<file path="src/dmrp_pkg.sv">
// Purpose: shared constants and types for the dram mode register and read path
// Assumes: one 250 MHz fabric clock samples every pin, memory clock included
// Notes: mode field encodings are fixed here and may be changed in one place
package dmrp_pkg;
  localparam int ADDR_W = 20;
  localparam int DATA_W = 18;
  localparam int BANK_W = 3;
  localparam int MODE_W = 18;
  localparam int MUX_W = 11;
  localparam int BEAT_W = 3;
  localparam int MEM_AW = BANK_W + BEAT_W;
  localparam int MEM_WORDS = 1 << MEM_AW;
  localparam int PIPE_D = 9;
  localparam int SYNC_W = 5 + ADDR_W + BANK_W + DATA_W + 1;
  localparam int AXI_AW = 8;
  localparam int AXI_DW = 32;
  localparam int STATUS_W = 12;

  // mode register fields
  localparam int CFG_LSB = 0;
  localparam int CFG_MSB = 2;
  localparam int BURST_LSB = 3;
  localparam int BURST_MSB = 4;
  localparam int MUX_BIT = 5;
  localparam int LOOP_BIT = 7;
  localparam int IMP_BIT = 8;
  localparam int TERM_BIT = 9;
  localparam logic [MODE_W-1:0] MODE_RESET = 18'h00000;

  // configuration codes and their read latency (row cycle equals it)
  localparam logic [2:0] CFG_CODE_1 = 3'h1;
  localparam logic [2:0] CFG_CODE_2 = 3'h2;
  localparam logic [2:0] CFG_CODE_3 = 3'h3;
  localparam logic [2:0] CFG_CODE_4 = 3'h4;
  localparam logic [2:0] CFG_CODE_5 = 3'h5;
  localparam logic [3:0] LAT_CFG_1 = 4'h4;
  localparam logic [3:0] LAT_CFG_2 = 4'h6;
  localparam logic [3:0] LAT_CFG_3 = 4'h8;
  localparam logic [3:0] LAT_CFG_4 = 4'h3;
  localparam logic [3:0] LAT_CFG_5 = 4'h5;
  localparam logic [3:0] WRITE_EXTRA = 4'h1;

  // burst length codes
  localparam logic [1:0] BURST_CODE_2 = 2'h0;
  localparam logic [1:0] BURST_CODE_4 = 2'h1;
  localparam logic [1:0] BURST_CODE_8 = 2'h2;
  localparam logic [3:0] BURST_WORDS_2 = 4'h2;
  localparam logic [3:0] BURST_WORDS_4 = 4'h4;
  localparam logic [3:0] BURST_WORDS_8 = 4'h8;

  // timing in memory clocks
  localparam logic [10:0] LOCK_LAST = 11'h3ff;
  localparam logic [7:0] IMP_CNT_LAST = 8'hff;

  // register map
  localparam logic [AXI_AW-1:0] REG_CTRL = 8'h00;
  localparam logic [AXI_AW-1:0] REG_MODE = 8'h04;
  localparam logic [AXI_AW-1:0] REG_STATUS = 8'h08;
  localparam int CTRL_ENABLE_BIT = 0;
  localparam logic CTRL_ENABLE_RESET = 1'b1;
  localparam logic [1:0] RESP_OKAY = 2'h0;
  localparam logic [1:0] RESP_SLVERR = 2'h2;

  typedef enum logic [2:0] {
    CMD_NOP,
    CMD_MODE_SET,
    CMD_READ,
    CMD_WRITE,
    CMD_REFRESH
  } dmrp_cmd_e;
endpackage

</file>
<file path="src/dmrp_top.sv">
// Purpose: mode register, command decode and ddr read/write data path of the memory
// Assumes: memory clock and pins are sampled by aclk, several aclk per memory clock
// Notes: memory contents are a small model array indexed by bank and burst beat
//
// Implementation choices: the register addresses and register access over AXI4-Lite.

// Behaviour
// - mode set captures address bits 0 to 17 into the mode register.
// - mode bits 0 to 2 pick one of five latency configurations.
// - write latency is always read latency plus one.
// - mode bits 3 and 4 give burst of 2, 4 or 8 words.
// - address bits in use shrink as burst length grows.
// - mode bit 5 switches read, write and mode set to two-part address.
// - multiplexed address comes in two parts on consecutive rising edges.
// - refresh needs no second part, so refreshes may follow every clock.
// - multiplexed mode costs bus efficiency only at burst length 2.
// - mode bit 7 enables the delay-locked loop, low keeps it off.
// - mode bit 8 picks reference resistor or internal impedance, both recalibrated.
// - mode bit 9 terminates write data, read data and mask pins.
// - read data termination off while driving, back on after last word.
// - read data after read latency, aligned to read clock; strobe half clock earlier.
// - strobe drops on last word; outputs float unless another read follows.
// - with chip select high a clock is a no-operation unless it takes the second part of a pending two-part address.
// - write words taken on both write clock edges, first at rising edge.
// - a write word whose mask is high is discarded.
module dmrp_top (
  input wire logic aclk,
  input wire logic aresetn,
  input wire logic ce,
  input wire logic [dmrp_pkg::AXI_AW-1:0] awaddr,
  input wire logic awvalid,
  output logic awready,
  input wire logic [dmrp_pkg::AXI_DW-1:0] wdata,
  input wire logic [3:0] wstrb,
  input wire logic wvalid,
  output logic wready,
  output logic [1:0] bresp,
  output logic bvalid,
  input wire logic bready,
  input wire logic [dmrp_pkg::AXI_AW-1:0] araddr,
  input wire logic arvalid,
  output logic arready,
  output logic [dmrp_pkg::AXI_DW-1:0] rdata,
  output logic [1:0] rresp,
  output logic rvalid,
  input wire logic rready,
  input wire logic mem_clock,
  input wire logic cs_n,
  input wire logic we_n,
  input wire logic ref_n,
  input wire logic [dmrp_pkg::ADDR_W-1:0] addr,
  input wire logic [dmrp_pkg::BANK_W-1:0] bank,
  input wire logic [dmrp_pkg::DATA_W-1:0] d,
  input wire logic write_word_mask,
  input wire logic write_data_clock,
  output logic [dmrp_pkg::DATA_W-1:0] q,
  output logic q_oe,
  output logic read_valid_strobe,
  output logic read_data_clock,
  output logic loop_enable,
  output logic impedance_source,
  output logic impedance_update,
  output logic d_term_en,
  output logic q_term_en
);
  typedef struct packed {
    logic ck_d;
    logic wck_d;
    logic [dmrp_pkg::MODE_W-1:0] mode;
    logic pend;
    dmrp_pkg::dmrp_cmd_e pend_cmd;
    logic [dmrp_pkg::MUX_W-1:0] pend_lo;
    logic [dmrp_pkg::BANK_W-1:0] pend_bank;
    logic [dmrp_pkg::PIPE_D-1:0] rd_v;
    logic [dmrp_pkg::PIPE_D-1:0][dmrp_pkg::MEM_AW-1:0] rd_a;
    logic [dmrp_pkg::PIPE_D-1:0] wr_v;
    logic [dmrp_pkg::PIPE_D-1:0][dmrp_pkg::MEM_AW-1:0] wr_a;
    logic [3:0] rd_left;
    logic [dmrp_pkg::MEM_AW-1:0] rd_idx;
    logic wr_on;
    logic [3:0] wr_left;
    logic [dmrp_pkg::MEM_AW-1:0] wr_idx;
    logic [dmrp_pkg::MEM_WORDS-1:0][dmrp_pkg::DATA_W-1:0] mem;
    logic [dmrp_pkg::DATA_W-1:0] q;
    logic q_oe;
    logic strobe;
    logic rclk;
    logic q_term;
    logic imp_upd;
    logic [10:0] lock_cnt;
    logic locked;
    logic [7:0] cal_cnt;
  } dmrp_top_s;

  function automatic logic [3:0] cfg_latency(input logic [2:0] cfg);
    case (cfg)
      dmrp_pkg::CFG_CODE_2: cfg_latency = dmrp_pkg::LAT_CFG_2;
      dmrp_pkg::CFG_CODE_3: cfg_latency = dmrp_pkg::LAT_CFG_3;
      dmrp_pkg::CFG_CODE_4: cfg_latency = dmrp_pkg::LAT_CFG_4;
      dmrp_pkg::CFG_CODE_5: cfg_latency = dmrp_pkg::LAT_CFG_5;
      default: cfg_latency = dmrp_pkg::LAT_CFG_1;
    endcase
  endfunction

  function automatic logic [3:0] burst_words(input logic [1:0] code);
    case (code)
      dmrp_pkg::BURST_CODE_4: burst_words = dmrp_pkg::BURST_WORDS_4;
      dmrp_pkg::BURST_CODE_8: burst_words = dmrp_pkg::BURST_WORDS_8;
      default: burst_words = dmrp_pkg::BURST_WORDS_2;
    endcase
  endfunction

  // first word of a burst: bank plus the beat position the used address bits give
  function automatic logic [dmrp_pkg::MEM_AW-1:0] start_index(
    input logic [1:0] code,
    input logic [dmrp_pkg::BANK_W-1:0] b,
    input logic [dmrp_pkg::ADDR_W-1:0] a
  );
    case (code)
      dmrp_pkg::BURST_CODE_8: start_index = {b, 3'h0};
      dmrp_pkg::BURST_CODE_4: start_index = {b, a[0], 2'h0};
      default: start_index = {b, a[1:0], 1'b0};
    endcase
  endfunction

  // beats wrap inside the bank row
  function automatic logic [dmrp_pkg::MEM_AW-1:0] next_index(
    input logic [dmrp_pkg::MEM_AW-1:0] i
  );
    next_index = {i[dmrp_pkg::MEM_AW-1:dmrp_pkg::BEAT_W], i[dmrp_pkg::BEAT_W-1:0] + 3'h1};
  endfunction

  dmrp_top_s r;
  dmrp_top_s next_r;
  logic [dmrp_pkg::SYNC_W-1:0] pins_s;
  logic ck_s;
  logic wck_s;
  logic cs_n_s;
  logic we_n_s;
  logic ref_n_s;
  logic [dmrp_pkg::ADDR_W-1:0] addr_s;
  logic [dmrp_pkg::BANK_W-1:0] bank_s;
  logic [dmrp_pkg::DATA_W-1:0] d_s;
  logic mask_s;
  logic ctrl_enable;
  logic [dmrp_pkg::STATUS_W-1:0] status_value;
  logic ck_rise;
  logic ck_fall;
  logic wck_rise;
  logic wck_fall;
  logic mux_mode;
  logic [1:0] burst_code;
  logic [3:0] burst;
  logic [3:0] read_latency_cycles;
  logic [3:0] write_latency_cycles;
  logic [3:0] rtap;
  dmrp_pkg::dmrp_cmd_e cmd;
  dmrp_pkg::dmrp_cmd_e exec;
  logic [dmrp_pkg::ADDR_W-1:0] full_a;
  logic [dmrp_pkg::BANK_W-1:0] full_bank;
  logic [dmrp_pkg::MEM_AW-1:0] sidx;
  logic rd_start;
  logic arm;
  logic w_on;
  logic [3:0] w_left;
  logic [dmrp_pkg::MEM_AW-1:0] w_idx;

  dmrp_sync #(
    .W(dmrp_pkg::SYNC_W)
  ) u_sync (
    .aclk(aclk),
    .aresetn(aresetn),
    .ce(ce),
    .din({mem_clock, write_data_clock, cs_n, we_n, ref_n, addr, bank, d, write_word_mask}),
    .dout(pins_s)
  );

  assign {ck_s, wck_s, cs_n_s, we_n_s, ref_n_s, addr_s, bank_s, d_s, mask_s} = pins_s;

  dmrp_axil u_axil (
    .aclk(aclk),
    .aresetn(aresetn),
    .ce(ce),
    .awaddr(awaddr),
    .awvalid(awvalid),
    .awready(awready),
    .wdata(wdata),
    .wstrb(wstrb),
    .wvalid(wvalid),
    .wready(wready),
    .bresp(bresp),
    .bvalid(bvalid),
    .bready(bready),
    .araddr(araddr),
    .arvalid(arvalid),
    .arready(arready),
    .rdata(rdata),
    .rresp(rresp),
    .rvalid(rvalid),
    .rready(rready),
    .mode_value(r.mode),
    .status_value(status_value),
    .ctrl_enable(ctrl_enable)
  );

  assign mux_mode = r.mode[dmrp_pkg::MUX_BIT];
  assign burst_code = r.mode[dmrp_pkg::BURST_MSB:dmrp_pkg::BURST_LSB];
  assign burst = burst_words(burst_code);
  assign read_latency_cycles = cfg_latency(r.mode[dmrp_pkg::CFG_MSB:dmrp_pkg::CFG_LSB]);
  assign write_latency_cycles = read_latency_cycles + dmrp_pkg::WRITE_EXTRA;
  assign rtap = read_latency_cycles - 4'h1;
  assign status_value = {r.locked, r.pend, r.q_oe, r.wr_on, write_latency_cycles,
                         read_latency_cycles};

  always_comb begin
    next_r = r;
    ck_rise = ck_s & ~r.ck_d;
    ck_fall = ~ck_s & r.ck_d;
    wck_rise = wck_s & ~r.wck_d;
    wck_fall = ~wck_s & r.wck_d;
    next_r.ck_d = ck_s;
    next_r.wck_d = wck_s;
    next_r.rclk = ck_s;
    next_r.imp_upd = 1'b0;
    cmd = dmrp_pkg::CMD_NOP;
    exec = dmrp_pkg::CMD_NOP;
    full_a = addr_s;
    full_bank = bank_s;
    // software can hold the device deaf by clearing the enable bit
    if (!cs_n_s && ctrl_enable) begin
      case ({we_n_s, ref_n_s})
        2'b00: cmd = dmrp_pkg::CMD_MODE_SET;
        2'b11: cmd = dmrp_pkg::CMD_READ;
        2'b01: cmd = dmrp_pkg::CMD_WRITE;
        default: cmd = dmrp_pkg::CMD_REFRESH;
      endcase
    end
    if (ck_rise) begin
      if (r.pend) begin
        // second edge of a two-part address: upper bits on the low lines
        exec = r.pend_cmd;
        full_a = {addr_s[dmrp_pkg::ADDR_W-dmrp_pkg::MUX_W-1:0], r.pend_lo};
        full_bank = r.pend_bank;
        next_r.pend = 1'b0;
      end else if (mux_mode && cmd != dmrp_pkg::CMD_NOP && cmd != dmrp_pkg::CMD_REFRESH) begin
        next_r.pend = 1'b1;
        next_r.pend_cmd = cmd;
        next_r.pend_lo = addr_s[dmrp_pkg::MUX_W-1:0];
        next_r.pend_bank = bank_s;
      end else begin
        exec = cmd;
      end
      if (exec == dmrp_pkg::CMD_MODE_SET) begin
        next_r.mode = full_a[dmrp_pkg::MODE_W-1:0];
      end
    end
    sidx = start_index(burst_code, full_bank, full_a);
    if (ck_rise) begin
      next_r.rd_v = {r.rd_v[dmrp_pkg::PIPE_D-2:0], exec == dmrp_pkg::CMD_READ};
      next_r.rd_a = {r.rd_a[dmrp_pkg::PIPE_D-2:0], sidx};
      next_r.wr_v = {r.wr_v[dmrp_pkg::PIPE_D-2:0], exec == dmrp_pkg::CMD_WRITE};
      next_r.wr_a = {r.wr_a[dmrp_pkg::PIPE_D-2:0], sidx};
      next_r.cal_cnt = r.cal_cnt + 8'h01;
      // both impedance sources are retuned on the same period
      if (r.cal_cnt == dmrp_pkg::IMP_CNT_LAST) begin
        next_r.imp_upd = 1'b1;
      end
    end

    // read path: one word on each memory clock edge
    rd_start = ck_rise && r.rd_v[rtap];
    if (ck_rise || ck_fall) begin
      if (rd_start) begin
        next_r.q = r.mem[r.rd_a[rtap]];
        next_r.rd_idx = next_index(r.rd_a[rtap]);
        next_r.rd_left = burst - 4'h1;
        next_r.q_oe = 1'b1;
        next_r.q_term = 1'b0;
      end else if (r.rd_left != 4'h0) begin
        next_r.q = r.mem[r.rd_idx];
        next_r.rd_idx = next_index(r.rd_idx);
        next_r.rd_left = r.rd_left - 4'h1;
        if (r.rd_left == 4'h1) begin
          next_r.strobe = 1'b0;
        end
      end else begin
        next_r.q = '0;
        next_r.q_oe = 1'b0;
      end
      // raising wins over dropping so back-to-back bursts keep the strobe high
      if (ck_fall && r.rd_v[rtap]) begin
        next_r.strobe = 1'b1;
      end
    end
    if (!next_r.q_oe) begin
      next_r.q_term = r.mode[dmrp_pkg::TERM_BIT];
    end

    // write path: armed at write latency, first word on a rising write clock
    arm = ck_rise && r.wr_v[read_latency_cycles];
    w_on = arm | r.wr_on;
    w_idx = arm ? r.wr_a[read_latency_cycles] : r.wr_idx;
    w_left = arm ? burst : r.wr_left;
    next_r.wr_on = w_on;
    next_r.wr_idx = w_idx;
    next_r.wr_left = w_left;
    if (w_on && (wck_rise || (wck_fall && w_left != burst))) begin
      if (!mask_s) begin
        next_r.mem[w_idx] = d_s;
      end
      next_r.wr_idx = next_index(w_idx);
      next_r.wr_left = w_left - 4'h1;
      if (w_left == 4'h1) begin
        next_r.wr_on = 1'b0;
      end
    end

    // loop lock counter restarts whenever the loop is switched off
    if (!r.mode[dmrp_pkg::LOOP_BIT]) begin
      next_r.lock_cnt = '0;
      next_r.locked = 1'b0;
    end else if (ck_rise && !r.locked) begin
      next_r.lock_cnt = r.lock_cnt + 11'h001;
      if (r.lock_cnt == dmrp_pkg::LOCK_LAST) begin
        next_r.locked = 1'b1;
      end
    end
  end

  localparam dmrp_top_s TOP_RESET = '{mode: dmrp_pkg::MODE_RESET, pend_cmd: dmrp_pkg::CMD_NOP,
                                      default: '0};

  always_ff @(posedge aclk) begin
    if (!aresetn) begin
      r <= TOP_RESET;
    end else if (ce) begin
      r <= next_r;
    end
  end

  assign q = r.q;
  assign q_oe = r.q_oe;
  assign read_valid_strobe = r.strobe;
  assign read_data_clock = r.rclk;
  assign loop_enable = r.mode[dmrp_pkg::LOOP_BIT];
  assign impedance_source = r.mode[dmrp_pkg::IMP_BIT];
  assign impedance_update = r.imp_upd;
  assign d_term_en = r.mode[dmrp_pkg::TERM_BIT];
  assign q_term_en = r.q_term;
endmodule

</file>
<file path="src/dmrp_sync.sv">
// Purpose: two-stage synchroniser for pins sampled by the fabric clock
// Assumes: each bit is treated as an independent level
// Notes: only the second stage is visible outside
module dmrp_sync #(
  parameter int W = 1
) (
  input wire logic aclk,
  input wire logic aresetn,
  input wire logic ce,
  input wire logic [W-1:0] din,
  output logic [W-1:0] dout
);
  typedef struct packed {
    logic [W-1:0] meta;
    logic [W-1:0] stab;
  } dmrp_sync_s;

  dmrp_sync_s r;
  dmrp_sync_s next_r;

  always_comb begin
    next_r = r;
    next_r.meta = din;
    next_r.stab = r.meta;
  end

  always_ff @(posedge aclk) begin
    if (!aresetn) begin
      r <= '0;
    end else if (ce) begin
      r <= next_r;
    end
  end

  assign dout = r.stab;
endmodule

</file>
<file path="src/dmrp_axil.sv">
// Purpose: axi4-lite slave holding control and showing mode and status
// Assumes: one write and one read under way at a time
// Notes: read-only offsets accept writes with okay and keep their value
module dmrp_axil (
  input wire logic aclk,
  input wire logic aresetn,
  input wire logic ce,
  input wire logic [dmrp_pkg::AXI_AW-1:0] awaddr,
  input wire logic awvalid,
  output logic awready,
  input wire logic [dmrp_pkg::AXI_DW-1:0] wdata,
  input wire logic [3:0] wstrb,
  input wire logic wvalid,
  output logic wready,
  output logic [1:0] bresp,
  output logic bvalid,
  input wire logic bready,
  input wire logic [dmrp_pkg::AXI_AW-1:0] araddr,
  input wire logic arvalid,
  output logic arready,
  output logic [dmrp_pkg::AXI_DW-1:0] rdata,
  output logic [1:0] rresp,
  output logic rvalid,
  input wire logic rready,
  input wire logic [dmrp_pkg::MODE_W-1:0] mode_value,
  input wire logic [dmrp_pkg::STATUS_W-1:0] status_value,
  output logic ctrl_enable
);
  typedef struct packed {
    logic awready;
    logic wready;
    logic aw_got;
    logic w_got;
    logic [dmrp_pkg::AXI_AW-1:0] waddr;
    logic [dmrp_pkg::AXI_DW-1:0] wdata;
    logic [3:0] wstrb;
    logic bvalid;
    logic [1:0] bresp;
    logic arready;
    logic rvalid;
    logic [dmrp_pkg::AXI_DW-1:0] rdata;
    logic [1:0] rresp;
    logic enable;
  } dmrp_axil_s;

  localparam dmrp_axil_s AXIL_RESET = '{enable: dmrp_pkg::CTRL_ENABLE_RESET, default: '0};

  dmrp_axil_s r;
  dmrp_axil_s next_r;

  always_comb begin
    next_r = r;
    if (r.bvalid && bready) begin
      next_r.bvalid = 1'b0;
    end
    if (r.rvalid && rready) begin
      next_r.rvalid = 1'b0;
    end
    if (awvalid && r.awready) begin
      next_r.aw_got = 1'b1;
      next_r.waddr = awaddr;
    end
    if (wvalid && r.wready) begin
      next_r.w_got = 1'b1;
      next_r.wdata = wdata;
      next_r.wstrb = wstrb;
    end
    if (next_r.aw_got && next_r.w_got && !next_r.bvalid) begin
      next_r.aw_got = 1'b0;
      next_r.w_got = 1'b0;
      next_r.bvalid = 1'b1;
      next_r.bresp = dmrp_pkg::RESP_OKAY;
      if (next_r.waddr == dmrp_pkg::REG_CTRL) begin
        if (next_r.wstrb[0]) begin
          next_r.enable = next_r.wdata[dmrp_pkg::CTRL_ENABLE_BIT];
        end
      end else if (next_r.waddr == dmrp_pkg::REG_MODE) begin
        next_r.bresp = dmrp_pkg::RESP_OKAY;
      end else if (next_r.waddr == dmrp_pkg::REG_STATUS) begin
        next_r.bresp = dmrp_pkg::RESP_OKAY;
      end else begin
        next_r.bresp = dmrp_pkg::RESP_SLVERR;
      end
    end
    if (arvalid && r.arready) begin
      next_r.rvalid = 1'b1;
      next_r.rresp = dmrp_pkg::RESP_OKAY;
      if (araddr == dmrp_pkg::REG_CTRL) begin
        next_r.rdata = dmrp_pkg::AXI_DW'(r.enable);
      end else if (araddr == dmrp_pkg::REG_MODE) begin
        next_r.rdata = dmrp_pkg::AXI_DW'(mode_value);
      end else if (araddr == dmrp_pkg::REG_STATUS) begin
        next_r.rdata = dmrp_pkg::AXI_DW'(status_value);
      end else begin
        next_r.rdata = '0;
        next_r.rresp = dmrp_pkg::RESP_SLVERR;
      end
    end
    // ready is registered, so it is worked out from the state just computed
    next_r.awready = !next_r.aw_got && !next_r.bvalid;
    next_r.wready = !next_r.w_got && !next_r.bvalid;
    next_r.arready = !next_r.rvalid;
  end

  always_ff @(posedge aclk) begin
    if (!aresetn) begin
      r <= AXIL_RESET;
    end else if (ce) begin
      r <= next_r;
    end
  end

  assign awready = r.awready;
  assign wready = r.wready;
  assign bresp = r.bresp;
  assign bvalid = r.bvalid;
  assign arready = r.arready;
  assign rdata = r.rdata;
  assign rresp = r.rresp;
  assign rvalid = r.rvalid;
  assign ctrl_enable = r.enable;
endmodule

</file>
<file path="config.mk">
export PLATFORM = sky130hd
export DESIGN_NAME = dmrp_top
export DESIGN_NICKNAME = d
export VERILOG_FILES = /design/src/dmrp_pkg.sv /design/src/dmrp_top.sv /design/src/dmrp_sync.sv /design/src/dmrp_axil.sv
export SDC_FILE = /design/constraint.sdc
export NUM_CORES = 2
export LEC_CHECK = 0
export BUFFER_PORTS_ARGS = -buffer_cell sky130_fd_sc_hd__buf_4
export CORE_AREA = 2 2 386 388
export CTS_CLUSTER_DIAMETER = 80
export DETAILED_ROUTE_END_ITERATION = 12
export DIE_AREA = 0 0 388 390
export PLACE_DENSITY_LB_ADDON = 0.15
export SLEW_MARGIN = 0
export SYNTH_ARGS = -nofsm -noshare
export SYNTH_HDL_FRONTEND = slang
export SYNTH_SLANG_ARGS = --single-unit
</file>
<file path="constraint.sdc">
create_clock -name aclk -period 5.4 [get_ports aclk]
set_input_delay 0.54 -clock aclk [delete_from_list [all_inputs] [get_ports aclk]]
set_output_delay 0.54 -clock aclk [all_outputs]
set_load 0.01 [all_outputs]
</file>
Word level (Yosys, flattened, before mapping)

Cells that the tools add are included.

Memories: 0
Output and inout bits: 67
Register bits after elaboration: 1476
Latch bits: 0
Bits in writable memories: 0
Bits in read-only memories: 0
Input port bits: 107

$lt $le $gt $ge: 6
Equality and inequality tests: 26
Reduce and logical (&&, ||, !) cells: 51
Mux-type cells: 69
Shifts and indexed selects: 0
Multiply operators: 0
Bitwise operators: 11
Add/sub/neg operators: 10
Divide/modulo/power cells: 0

Operators with widths:

| kind                  | number |
|---|---|
| $mux W1163            | 1 |
| $bwmux W1152          | 1 |
| $mux W1152            | 1 |
| $bmux W18 S6          | 2 |
| $demux W18 S6         | 1 |
| $mux W18              | 6 |
| $mux W32              | 2 |
| $bmux W6 S4           | 2 |
| $mux W12              | 3 |
| $mux W35              | 1 |
| $lt A6 B7 Y1 const B  | 3 |
| $mux W3               | 7 |
| $mux W10              | 2 |
| $logic_and A1 B1 Y1   | 19 |
| $mux W1               | 19 |
| $mux W19              | 1 |
| $mux W6               | 3 |
| $reduce_and A3 Y1     | 6 |
| $eq A8 B3 Y1 const B  | 2 |
| $eq A8 B4 Y1 const B  | 2 |
| $logic_not A8 Y1      | 2 |
| $mux W2               | 8 |
| $pmux W4 S4           | 1 |
| $sub A4 B1 Y4 const B | 4 |
| other kinds (36)      | 74 |

Depth between registers and ports, before layout

Depth in word-level cells: 13
Gate-level depth with buffers: 23
Gate-level depth less buffers: 17

Hierarchy

From an unflattened synthesis, not the netlist that was laid out.

Cell total of the unflattened synthesis: 6683
Area total of the unflattened synthesis: 65556.6 um^2

By module, submodules not included:

| module    | area each (um^2) | times used | cells each |
|---|---|---|---|
| dmrp_top  | 60006.3          | 1          | 6151 |
| dmrp_sync | 3619.7           | 1          | 303 |
| dmrp_axil | 1930.6           | 1          | 229 |

Worst setup path before layout

No wires, ideal clock.

Path type: register to register
Start point: reg r[1361] (netlist name)
End point: reg r[1208] (netlist name)
Cell stages (with the launch flop): 23
Clock period less this slack: 4773 ps
Path buffers: 6
Arrival: 4655 ps
Slack: 627 ps
Cells stage by stage: dfxtp_1 -> buf_2 -> inv_1 -> ha_1 -> buf_2 -> a211oi_4 -> inv_4 -> ha_1 -> clkbuf_1 -> inv_1 -> nand4_2 -> nand2_2 -> mux4_2 -> mux2_2 -> o211a_1 -> buf_6 -> buf_6 -> buf_2 -> mux2_2 -> ha_1 -> xnor2_1 -> a21oi_1 -> o221a_2

Word-level cells in the longest chain between the ends: 8
Elaborated cells between the ends (all ways): 15

RTL lines:

| what                                                  | line            | text |
|---|---|---|
| from (decl)                                           | dmrp_top.sv:133 | `dmrp_top_s r;` |
| from (signal assigned)                                | dmrp_top.sv:337 | `r <= next_r;` |
| $eq A3 B3 Y1 / $eq A3 B2 Y1 (equally long branches)   | dmrp_top.sv:96  | `case (cfg)` |
| $pmux W4 S4 (*)                                       | dmrp_top.sv:96  |  |
| $sub A4 B1 Y4 (*)                                     | dmrp_top.sv:211 | `assign rtap = read_latency_cycles - 4'h1;` |
| branches (longest 5 deep; another with $add A3 B1 Y3) | n/a             |  |

Mark *: on every way between the ends. The select of a mux whose other input is x is not followed.
A chain may end at the register's enable or synchronous reset.

Worst setup path in the final report

Start point: reg r[1362] (netlist name)
End point: reg r, in the netlist q[15]

Word-level cells in the longest chain between the ends: 8
Elaborated cells between the ends (all ways): 14

RTL lines:

| what                                                | line            | text |
|---|---|---|
| $eq A3 B3 Y1 / $eq A3 B2 Y1 (equally long branches) | dmrp_top.sv:96  |  |
| $pmux W4 S4 (*)                                     | dmrp_top.sv:96  |  |
| $sub A4 B1 Y4 (*)                                   | dmrp_top.sv:211 |  |
| $bmux W6 S4                                         | dmrp_top.sv:274 | `next_r.q = r.mem[r.rd_a[rtap]];` |
| $mux W6 (implied by the code)                       | dmrp_top.sv:274 |  |
| $bmux W18 S6                                        | dmrp_top.sv:274 |  |
| $mux W18 (implied by the code)                      | dmrp_top.sv:274 |  |
| $mux W19 (*)                                        | dmrp_top.sv:273 | `if (rd_start) begin` |

Mark *: on every way between the ends. The rest lies on a longest branch, timed or not. The select of a mux whose other input is x is not followed.

==> results.py <==
metrics = {
    "setup_path": {
        "startpoint_type": "flip-flop",
        "cpPeakStageDelay_ns": 0.58,
        "worstPathRequired_ns": 6.11,
        "critical_path.top_delay_family": "compound AO/OA/AOI/OAI gates",
        "crit_top_cell": "buf_4",
        "cp-end-kind": "flip-flop",
        "cp.arrival_ns": 5.88,
        "path_max_fanout": 32,
        "path_buf_inv": 5,
        "worstPathCellList": "buf_4 -> nand2b_2 -> a211oi_4 -> inv_4 -> ha_1 -> inv_1 -> a31oi_4 -> a2111oi_0 -> o32ai_2 -> a21oi_4 -> buf_12 -> and2_1 -> buf_4 -> o211ai_1 -> a32o_1",
        "path_depth": 15,
        "path_class": "flip-flop to flip-flop",
        "slowest_stage": "a2111oi_0",
        "worstRegToRegCells": 15,
    },
    "worst_hold_path": {
        "hold_path.class": "input pin to flip-flop",
        "hold_depth": 4,
    },
    "sta": {
        "min_period_ns": 5.17,
        "tns_ns": 0,
        "hold_viol_final": 0,
        "post-route-period-util": 0.957,
        "rsz0062_at_grt": "false",
        "setup_violations": 0,
        "finClkSkew_ns": 0.0229,
        "maxSlewHeadroom": 0.157,
        "fmax_mhz": 193,
        "final.setup.worst_slack_ns": 0.231,
        "slew_violations": 0,
        "tightest_slew_ns": 1.26,
        "fin_hold_ws_ns": 0.0788,
    },
    "cells_and_area": {
        "syn_to_final_growth_pct": 11.7,
        "fin_area_sq_um": 76900,
        "fin_nets": 6664,
        "fill_cells": 13100,
        "multi_input_area_sq_um": 36700,
        "regArea_sq_um": 28900,
        "final_layout_size_suffix_gt1_frac": 0.169,
    },
    "clocking": {
        "ctsLongestPathBuffers": 3,
        "root_buffer": "clkbuf_16",
        "htreeDepth": 4,
        "clk_pin_slew_ns": 0.06,
        "cts_sinks": 1444,
        "clk_latency_ns": 0.82,
        "cts_tree": "done",
        "numCtsBuffers": 159,
    },
    "power": {
        "powerDensity_nw_per_um2": 294,
        "internal_power_uw": 17400,
        "comb_power_share": 0.032,
        "vdd_drop_max_v": 0.000256,
        "p_sw_uw": 5240,
        "leakagePower_uw": 0.0300,
        "switching_share": 0.232,
        "clockPowerShare": 0.494,
        "pwr-share-seq": 0.474,
    },
    "synthesis": {
        "synthAdderAreaFrac": 0.00291,
        "synth-compound-area-share": 0.0461,
        "synth_edf_count": 0,
        "syn_area_sq_um": 68800,
        "yosys.cell_types.count": 98,
        "yosys.area_share.simple": 0.133,
        "synth_top_family_by_area": "multiplexers",
        "async_flop_share": 0,
        "synth_xor_xnor_area_share": 0.00229,
        "synth_top_flop_cell": "dfxtp_1",
        "yosys_register_bits": 1444,
        "yosys_warnings": 0,
        "avgSynthCellArea_sq_um": 10.3,
        "muxShareOfSynthArea": 0.343,
        "yosysSeqAreaShare": 0.420,
        "postSynthCellCount": 6695,
    },
    "placed_design": {
        "post-place-ws_ns": 0.279,
        "dp_hpwl_mm": 129,
        "portBuffers": 121,
        "place_congestion": 0.854,
        "place_area_sq_um": 71000,
    },
    "die": {
        "die_h_um": 390,
        "core_sq_um": 147000,
        "initial_utilization": 0.468,
        "die_area_sq_um": 151000,
        "io_pins": 174,
        "die_w_um": 388,
        "fp-row-count": 141,
    },
    "status": {
        "outcome": "finished, final reports clean",
    },
    "route": {
        "wl_per_cell_um": 25.9,
        "vias": 51200,
        "antenna_left": 0,
        "drt_iter0_drc": 5124,
        "dr.pass1.iters": 7,
        "wirelength_mm": 223,
        "drc": 0,
        "via_per_inst": 5.96,
    },
    "global_routing": {
        "grt-ovfl-total": 0,
        "grt_max_degree": 175,
        "grt_pass1_vias": 49700,
        "antenna_found_initial": 9,
        "grt_pass1_wl_mm": 330,
        "grt_use_total": 0.290,
    },
    "run": {
        "maxCapViolations": 0,
    },
}
==> power by group through the flow <==
stage / clock, uW / sequential [uW] / combinational (uW)
detailed placement: 0 / 11000 / 694
global route: 11800 / 10700 / 781
CTS: 11300 / 10700 / 728
floorplan: 0 / 11000 / 459
finish: 11200 / 10700 / 730
global placement: 0 / 11000 / 691
==> path summary, 6_finish.rpt <==
kind / start / end / slack, ns
hold / removal: rready / u_axil.rvalid / 0.08
hold reg to reg: u_axil.r[84] / u_axil.r[84] / 0.45
setup reg to reg: r[1362] / q[15] / 0.23
setup / recovery: r[1362] / q[15] / 0.23
==> placed cells by master, fill, tap and decap left out, types with 28 or more instances in the layout <==
cell	count
dlygate4sd3_1	55
nor2_1	219
or3_1	40
o21ai_0	55
o211ai_1	40
dfxtp_1	1438
clkbuf_16	160
nor3_2	33
inv_1	28
clkbuf_8	36
clkbuf_1	34
mux4_2	446
nand2_1	1660
buf_4	282
a21oi_1	108
buf_12	33
a211oi_1	30
nand3_1	147
mux2i_1	1344
==> through the flow <==
stage / utilization / instances / power [uW]
6_report: 0.523 / 8598 / 22600
5_1_grt: 0.522 / 8596 / 23300
4_1_cts: 0.522 / 8596 / 22800
3_5_place_dp: 0.482 / 8255 / 11700
3_3_place_gp: 0.482 / 8255 / 11700
2_1_floorplan: - / 6710 / 11400
==> worst reg2reg max path: cells and delay by family, from the launching register on <==
| family | cells | cell delay, ns |
|---|---|---|
| adders and majority gates | 1 | 0.44 |
| buffers and inverters | 5 | 1.32 |
| AOI/OAI and AO/OA | 7 | 2.49 |
| and+or+nand+nor | 2 | 0.33 |
| DFF | 1 | 0.48 |
==> cell usage after synthesis, drive strengths merged (18+ instances only) <==
cell type,instances,area [sq um]
inv,31,119
o22ai,18,119
nor3,60,322
o211ai,40,300
a211oi,31,245
mux4,448,10100
mux2i,1344,13500
nand3,148,753
clkbuf,396,1490
nand2,1680,6310
nor2,225,850
a21oi,109,557
a22o,20,175
dfxtp,1444,28900
a2111oi,21,190
or3,40,250
o21ai,64,328
a21boi,18,135
buf,306,1990
==> logic make-up after synthesis <==
group	count (synthesis)
adders and majority gates	16
and+or+nand+nor	2240
AOI/OAI and AO/OA	443
buffers and inverters	733
muxes	1800
other	1
xor gates and xnor gates	18
DFF	1444
==> cell type report <==
| cell class | instances | share of cell area |
|---|---|---|
| clock inverter | 56 | 0.00960 |
| multi-input combinational | 4533 | 0.477 |
| clock buffer | 230 | 0.0602 |
| sequential | 1444 | 0.376 |
| antenna | 2 | 0.0000651 |
| tap | 1930 | 0.0314 |
| inverter | 31 | 0.00164 |
| timing repair buffer | 372 | 0.0436 |
==> what timing repair did <==
item | in CTS | in global routing
setup endpoints to repair | 0 | 2
buffers inserted | 0 | 0
resized for setup | 0 | 2
endpoints found under the hold margin | 56 | 0
hold buffers | 55 | 0
==> routing by layer <==
metal  global-route usage  vias up  part of all wire
met5                    0        -           0.00022
met4                0.125        6             0.044
met3               0.0549      394             0.073
met2                0.457     1864              0.45
met1                0.390    25700              0.43
li1                     -    23200                 -
No activity file was read; power rests on OpenSTA's default activity.
